--- src/fpiu_pkg.sv ---
package fpiu_pkg;
  localparam logic [7:0]  IOPT_ADDR      = 8'hc8;
  localparam int          IOPT_EL1_BIT   = 6;
  localparam int          IOPT_ES2_BIT   = 5;
  localparam int          IOPT_GEN_BIT   = 4;
  localparam logic [2:0]  IOPT_RESET     = 3'h0;
  localparam logic [11:0] VEC_NMI        = 12'hffc;
  localparam logic [11:0] VEC_1          = 12'hff6;
  localparam logic [11:0] VEC_2          = 12'hff4;
  localparam logic [11:0] VEC_3          = 12'hff2;
  localparam logic [11:0] VEC_4          = 12'hff0;
  localparam logic [11:0] VEC_NONE       = 12'h000;
  localparam logic [1:0]  LVL_NORMAL     = 2'h0;
  localparam logic [1:0]  LVL_IRQ        = 2'h1;
  localparam logic [1:0]  LVL_NMI        = 2'h2;
  typedef enum logic [1:0] {
    FPIU_MODE_NORMAL = 2'b00,
    FPIU_MODE_IRQ    = 2'b01,
    FPIU_MODE_NMI    = 2'b11
  } fpiu_mode_t;
endpackage : fpiu_pkg

--- src/fpiu_top.sv ---
`timescale 1ns/1ps
module fpiu_top
  import fpiu_pkg::*;
(
  input  wire logic        ref_clk_in,
  input  wire logic        reset_in,
  input  wire logic        data_wr_in,
  input  wire logic [7:0]  data_addr_in,
  input  wire logic [7:0]  data_wdata_in,
  input  wire logic        ir_input_pin_in,
  input  wire logic        ir_latch_enable_in,
  input  wire logic        ir_latch_clear_in,
  input  wire logic        power_key_pin_in,
  input  wire logic        power_key_enable_in,
  input  wire logic        power_key_clear_in,
  input  wire logic        vsync_pin_in,
  input  wire logic        vsync_enable_in,
  input  wire logic        timer1_zero_flag_in,
  input  wire logic        timer1_irq_mask_in,
  input  wire logic        timer2_zero_flag_in,
  input  wire logic        timer2_irq_mask_in,
  input  wire logic        last_cycle_in,
  input  wire logic        return_from_irq_in,
  output logic             accept_out,
  output logic [11:0]      vector_out,
  output logic [1:0]       flag_set_out,
  output logic             push_pc_out,
  output logic             pop_pc_out,
  output logic             ir_latch_out,
  output logic [4:0]       pending_out
);

  // option register fields
  logic       el1_q, el1_d;
  logic       es2_q, es2_d;
  logic       gen_q, gen_d;

  always_comb begin
    el1_d = el1_q;
    es2_d = es2_q;
    gen_d = gen_q;
    if (data_wr_in && (data_addr_in == IOPT_ADDR)) begin
      el1_d = data_wdata_in[IOPT_EL1_BIT];
      es2_d = data_wdata_in[IOPT_ES2_BIT];
      gen_d = data_wdata_in[IOPT_GEN_BIT];
    end
  end

  always_ff @(posedge ref_clk_in) begin
    if (reset_in) begin
      {el1_q, es2_q, gen_q} <= IOPT_RESET;
    end else begin
      el1_q <= el1_d;
      es2_q <= es2_d;
      gen_q <= gen_d;
    end
  end

  // pin synchronisers: three stages, change when stages two and three agree
  // filters track the pin during reset, so release shows no false edge
  logic [2:0] ir_s_q, pk_s_q, vs_s_q;
  logic       ir_f_q, pk_f_q, vs_f_q;
  logic       ir_f_d, pk_f_d, vs_f_d;

  always_comb begin
    ir_f_d = (reset_in || (ir_s_q[1] == ir_s_q[2])) ? ir_s_q[2] : ir_f_q;
    pk_f_d = (reset_in || (pk_s_q[1] == pk_s_q[2])) ? pk_s_q[2] : pk_f_q;
    vs_f_d = (reset_in || (vs_s_q[1] == vs_s_q[2])) ? vs_s_q[2] : vs_f_q;
  end

  always_ff @(posedge ref_clk_in) begin
    ir_s_q <= {ir_s_q[1:0], ir_input_pin_in};
    pk_s_q <= {pk_s_q[1:0], power_key_pin_in};
    vs_s_q <= {vs_s_q[1:0], vsync_pin_in};
    ir_f_q <= ir_f_d;
    pk_f_q <= pk_f_d;
    vs_f_q <= vs_f_d;
  end

  logic ir_edge, pk_edge, vs_rise, vs_fall;
  assign ir_edge = ir_f_d ^ ir_f_q;
  assign pk_edge = pk_f_d ^ pk_f_q;
  assign vs_rise = vs_f_d & ~vs_f_q;
  assign vs_fall = ~vs_f_d & vs_f_q;

  // source latches, the request lines they drive, and the timer request lines
  logic ir_lat_q, ir_lat_d;
  logic pk_lat_q, pk_lat_d;
  logic ir_request, power_key_request;
  logic t1_request, t2_request;

  always_comb begin
    ir_lat_d = ir_lat_q;
    pk_lat_d = pk_lat_q;
    if (ir_latch_clear_in) ir_lat_d = 1'b0;
    if (ir_latch_enable_in && ir_edge) ir_lat_d = 1'b1;
    if (power_key_clear_in) pk_lat_d = 1'b0;
    if (power_key_enable_in && pk_edge) pk_lat_d = 1'b1;
  end

  always_ff @(posedge ref_clk_in) begin
    if (reset_in) begin
      ir_lat_q <= 1'b0;
      pk_lat_q <= 1'b0;
    end else begin
      ir_lat_q <= ir_lat_d;
      pk_lat_q <= pk_lat_d;
    end
  end

  assign ir_request        = ~ir_lat_q;
  assign power_key_request = ~pk_lat_q;
  assign t2_request        = ~(timer2_zero_flag_in & timer2_irq_mask_in);
  assign t1_request        = ~(timer1_zero_flag_in & timer1_irq_mask_in);

  // edge flip-flops and level requests
  logic nmi_ff_q, nmi_ff_d, ir_req_prev_q;
  logic v1_ff_q, v1_ff_d, t2_prev_q;
  logic v2_ff_q, v2_ff_d;
  logic [4:0] pend;
  logic [4:0] grant;

  fpiu_mode_t mode_q, mode_d;
  fpiu_mode_t prev_q, prev_d;
  logic       sample;

  assign sample = last_cycle_in;

  always_comb begin
    nmi_ff_d = nmi_ff_q;
    v1_ff_d  = v1_ff_q;
    v2_ff_d  = v2_ff_q;
    if (grant[0]) nmi_ff_d = 1'b0;
    if (grant[1]) v1_ff_d = 1'b0;
    if (grant[2]) v2_ff_d = 1'b0;
    if (ir_req_prev_q && !ir_request) nmi_ff_d = 1'b1;
    if (!el1_q && t2_prev_q && !t2_request) v1_ff_d = 1'b1;
    if (vsync_enable_in && (es2_q ? vs_rise : vs_fall)) v2_ff_d = 1'b1;
  end

  always_ff @(posedge ref_clk_in) begin
    if (reset_in) begin
      nmi_ff_q      <= 1'b0;
      v1_ff_q       <= 1'b0;
      v2_ff_q       <= 1'b0;
      ir_req_prev_q <= 1'b1;
      t2_prev_q     <= 1'b1;
    end else begin
      nmi_ff_q      <= nmi_ff_d;
      v1_ff_q       <= v1_ff_d;
      v2_ff_q       <= v2_ff_d;
      ir_req_prev_q <= ir_request;
      t2_prev_q     <= t2_request;
    end
  end

  // stored flags survive global disable; gate only at selection
  always_comb begin
    pend[0] = nmi_ff_q;
    pend[1] = el1_q ? ~t2_request : v1_ff_q;
    pend[2] = v2_ff_q;
    pend[3] = ~t1_request;
    pend[4] = ~power_key_request;
  end

  // priority and mode sequencing
  logic       mask_ok;
  logic [11:0] vec_q, vec_d;
  logic       acc_q, acc_d, push_q, push_d, pop_q, pop_d;

  assign mask_ok = gen_q && (mode_q == FPIU_MODE_NORMAL);

  always_comb begin
    grant = 5'h0;
    if (sample && !return_from_irq_in) begin
      if (pend[0] && (mode_q != FPIU_MODE_NMI)) grant[0] = 1'b1;
      else if (mask_ok && pend[1]) grant[1] = 1'b1;
      else if (mask_ok && pend[2]) grant[2] = 1'b1;
      else if (mask_ok && pend[3]) grant[3] = 1'b1;
      else if (mask_ok && pend[4]) grant[4] = 1'b1;
    end
  end

  always_comb begin
    mode_d = mode_q;
    prev_d = prev_q;
    vec_d  = vec_q;
    acc_d  = 1'b0;
    push_d = 1'b0;
    pop_d  = 1'b0;
    if (sample && return_from_irq_in) begin
      mode_d = prev_q;
      prev_d = FPIU_MODE_NORMAL;
      pop_d  = 1'b1;
    end else if (grant != 5'h0) begin
      acc_d  = 1'b1;
      push_d = 1'b1;
      prev_d = mode_q;
      mode_d = grant[0] ? FPIU_MODE_NMI : FPIU_MODE_IRQ;
      case (1'b1)
        grant[0]: vec_d = VEC_NMI;
        grant[1]: vec_d = VEC_1;
        grant[2]: vec_d = VEC_2;
        grant[3]: vec_d = VEC_3;
        grant[4]: vec_d = VEC_4;
        default:  vec_d = VEC_NONE;
      endcase
    end
  end

  always_ff @(posedge ref_clk_in) begin
    if (reset_in) begin
      mode_q <= FPIU_MODE_NMI;
      prev_q <= FPIU_MODE_NORMAL;
      vec_q  <= VEC_NONE;
      acc_q  <= 1'b0;
      push_q <= 1'b0;
      pop_q  <= 1'b0;
    end else begin
      mode_q <= mode_d;
      prev_q <= prev_d;
      vec_q  <= vec_d;
      acc_q  <= acc_d;
      push_q <= push_d;
      pop_q  <= pop_d;
    end
  end

  always_comb begin
    case (mode_q)
      FPIU_MODE_NORMAL: flag_set_out = LVL_NORMAL;
      FPIU_MODE_IRQ:    flag_set_out = LVL_IRQ;
      FPIU_MODE_NMI:    flag_set_out = LVL_NMI;
      default:          flag_set_out = LVL_NMI;
    endcase
  end

  assign accept_out   = acc_q;
  assign vector_out   = vec_q;
  assign push_pc_out  = push_q;
  assign pop_pc_out   = pop_q;
  assign ir_latch_out = ir_lat_q;
  assign pending_out  = pend;
endmodule : fpiu_top

--- config.mk ---
export PLATFORM = sky130hd
export DESIGN_NAME = fpiu_top
export DESIGN_NICKNAME = d
export VERILOG_FILES = /design/src/fpiu_pkg.sv /design/src/fpiu_top.sv
export SDC_FILE = /design/constraint.sdc
export NUM_CORES = 1
export LEC_CHECK = 0
export ABC_AREA = 0
export BUFFER_PORTS_ARGS = -buffer_cell sky130_fd_sc_hd__buf_2
export CORE_ASPECT_RATIO = 1.2
export CORE_MARGIN = 3
export CORE_UTILIZATION = 39
export DETAILED_ROUTE_END_ITERATION = 7
export PLACE_DENSITY = 0.68
export SYNTH_ARGS = -nofsm -noshare
export SYNTH_HDL_FRONTEND = slang
export SYNTH_SLANG_ARGS = --single-unit
export TNS_END_PERCENT = 30
--- constraint.sdc ---
create_clock -name ref_clk_in -period 3 [get_ports ref_clk_in]
set_input_delay 0.45 -clock ref_clk_in [delete_from_list [all_inputs] [get_ports ref_clk_in]]
set_output_delay 0.45 -clock ref_clk_in [all_outputs]
set_load 0.05 [all_outputs]
==> insert_results.sql <==
INSERT INTO impl_metrics (metric_group, metric, value, unit) VALUES
('synthesis', 'synth_top_cell_by_area', 'dfxtp_1', ''),
('synthesis', 'ys_top_cells_by_area', 'dfxtp_1 49%, buf_4 6.9%, o21ai_0 5.4%', ''),
('synthesis', 'synthSimpleGateAreaFrac', '23.1', '%'),
('cts', 'clkLatencyLatePin', '0.33', 'ns'),
('setup_path', 'worst_path_max_delay_cell', 'dfxtp_1', ''),
('placement', 'dpl-instance-area', '0.00148', 'mm^2'),
('power_and_ir_drop', 'power.ir.vdd_worst', '0.472', 'mV'),
('floorplan', 'floorplan.core_area', '0.00314', 'mm^2'),
('sta', 'fmax', '0.578', 'GHz'),
('synthesis', 'ys_seq_area_share', '49.3', '%'),
('finish', 'postLayoutCoreUtil', '49.2', '%'),
('grt', 'globalRoute.totalOverflow', '0', ''),
('setup_path', 'cp_slowest_stage_delay', '0.39', 'ns'),
('synthesis', 'synthArstFlopShare', '0', '%'),
('synthesis', 'yosys.cell_types.count', '36', ''),
('placement', 'port-buffer-count', '49', ''),
('drt', 'drt_iter0_markers', '27', ''),
('sta', 'final.setup.tns', '0', 'ns'),
('grt', 'number_of_global_route_vias_before_repair', '1019', ''),
('setup_path', 'critPathLaunchType', 'register', ''),
('synthesis', 'compound_gate_portion_of_the_synthesized_area', '16.6', '%'),
('cts', 'cts_tree', 'done', ''),
('setup_path', 'crit_fanout', '5', ''),
('drt', 'detailed_route_vias_per_instance', '5.02', ''),
('setup_path', 'worstSetupPathType', 'register to output port', ''),
('synthesis', 'synth-main-ff-cell', 'dfxtp_1', ''),
('setup_path', 'rr_startpoint', 'v2_ff_q', ''),
('setup_path', 'timing.critical_path.to_type', 'output port', ''),
('cts', 'cts.clk_slew.worst_paths', '0.09', 'ns'),
('setup_path', 'timing.critical_path.max_delay_family', 'flip-flops', ''),
('placement', 'finalWeightedCongestion', '0.766', ''),
('cts', 'cts.repair_timing.setup_buffer_count', '0', ''),
('sta', 'setup_violations', '0', ''),
('synthesis', 'post_synth_mux_area_share', '2.31', '%'),
('finish', 'final_design_area_no_fill', '0.00155', 'mm^2'),
('synthesis', 'syn_area_per_cell', '9.35', 'um^2'),
('cts', 'clkSinkCount', '32', ''),
('setup_path', 'critical_path_arrival', '1.28', 'ns'),
('min_path', 'min-delay-path-class', 'input pin to register', ''),
('status', 'outcome', 'complete, no violations', ''),
('setup_path', 'critical_path_buf_inv_count', '1', ''),
('setup_path', 'r2r_slack', '1.78', 'ns'),
('min_path', 'hold_path.startpoint', 'ir_input_pin_in', ''),
('drt', 'detailed_route_wire_length_per_cell', '12.0', 'um'),
('setup_path', 'worstRegToRegCells', '4', ''),
('synthesis', 'area_of_the_mapped_netlist', '0.00130', 'mm^2'),
('synthesis', 'yosys.area.top_type_share', '49.3', '%'),
('floorplan', 'die_w', '58.7', 'um'),
('placement', 'dp.final_hpwl', '2000', 'um'),
('drt', 'drt_pre_antenna_iters', '4', ''),
('cts', 'cts_repair_resize_count', '0', ''),
('drt', 'remaining_drc_errors', '0', ''),
('finish', 'flow.area_growth_from_synthesis', '18.9', '%'),
('floorplan', 'floorplan.die_area', '0.00407', 'mm^2'),
('floorplan', 'ios', '56', ''),
('grt', 'grt_max_degree', '31', ''),
('synthesis', 'synth_edf_count', '0', ''),
('grt', 'grt_util_all_layers', '14.1', '%'),
('min_path', 'hold_end', 'ir_s_q[0]', ''),
('finish', 'drive_above_1_share', '34.4', '%'),
('synthesis', 'syn-num-nets', '172', ''),
('synthesis', 'yosys.area_share.xor_xnor', '0', '%'),
('finish', 'final_net_count', '212', ''),
('synthesis', 'syn-instance-count', '139', ''),
('setup_path', 'crit-reg2reg-capture', 'prev_q[1]', ''),
('sta', 'final.min_clock_period', '1.73', 'ns'),
('sta', 'finalHoldViolations', '0', ''),
('power_and_ir_drop', 'p_leak', '0.723', 'nW'),
('power_and_ir_drop', 'design_power_total', '0.000811', 'W'),
('sta', 'unrepaired_setup_endpoints_after_global_routing', 'false', ''),
('sta', 'finalCritPeriodShare', '57.6', '%');
per-stage QoR:
stage | hold slack [ns] | instances | setup slack [ns]
floorplan | 0.310 | 139 | 1.47
global placement | 0.312 | 208 | 1.47
detailed placement | 0.316 | 208 | 1.44
CTS | 0.194 | 216 | 1.24
global route | 0.176 | 216 | 1.17
finish | 0.215 | 216 | 1.27
layout by cell type (no fill, tap or decap), types with 2 or more instances in the layout:
master,synthesis,routed
mux2i_1,3,3
nand4b_1,2,2
nor2b_1,6,6
nor2_1,12,12
nand2_1,10,10
nor3b_1,4,4
o21ai_0,14,14
o211ai_1,2,2
buf_2,1,49
nand2b_1,4,4
a21oi_1,8,8
a31oi_1,2,2
clkbuf_4,0,5
a31o_1,2,2
dfxtp_1,32,32
clkinv_2,0,2
nor3_1,2,2
nand3_1,3,3
synthesized netlist by cell type (2+ instances only):
| master | n |
|---|---|
| nand2_1 | 10 |
| a31oi_1 | 2 |
| buf_4 | 12 |
| nor2b_1 | 6 |
| nor3_1 | 2 |
| nand3_1 | 3 |
| nor3b_1 | 4 |
| nand4b_1 | 2 |
| o21ai_0 | 14 |
| nor2_1 | 12 |
| mux2i_1 | 3 |
| a31o_1 | 2 |
| clkbuf_1 | 2 |
| o211ai_1 | 2 |
| a21oi_1 | 8 |
| nand2b_1 | 4 |
| dfxtp_1 | 32 |
flip-flops by register name, summed over array words and instances, names as in the netlist, 2 cells and up:
signal      flops
pk_s_q          3
mode_q          2
vs_s_q          3
prev_q          2
ir_s_q          3
vector_out      4
worst max-delay path by stage:
stage                            endpoint  depth (start not counted)
after CTS                  pending_out[1]                          3
after floorplan           flag_set_out[0]                          1
after global routing       pending_out[1]                          3
final                      pending_out[1]                          3
after global placement     pending_out[1]                          4
after detailed placement          v2_ff_q                          5
worst reg2reg max path, cell delays in order, from the launching register on:
cell and delay [ns]:
dfxtp_1 0.35, a211oi_2 0.24, nand3_1 0.18, a21boi_4 0.23, a31o_1 0.17
logic make-up after synthesis:
family                 after synthesis
and+or+nand+nor                     52
other                                1
AOI/OAI and AO/OA                   34
DFF                                 32
buffers and inverters               17
muxes                                3
per-layer routing:
layer	part of all wire, %	global-route usage (%)
met1	39	14.8
met2	50	23.2
met3	7.4	6.15
met4	2.8	7.56
met5	0	0
cell type report:
class,count,area [um^2]
fill,304,1590
timing repair buffer,49,245
clock buffer,6,51.3
tap,36,45.0
clock inverter,2,10.0
sequential,32,641
multi-input combinational,90,549
inverter,1,3.75
power by group:
group          switching, W  total, W  internal (W)
logic             0.0000648  0.000103     0.0000378
registers         0.0000144  0.000457      0.000443
clock network      0.000140  0.000251      0.000111
total              0.000219  0.000811      0.000592
Note: power is estimated with default switching activity, not from simulation.
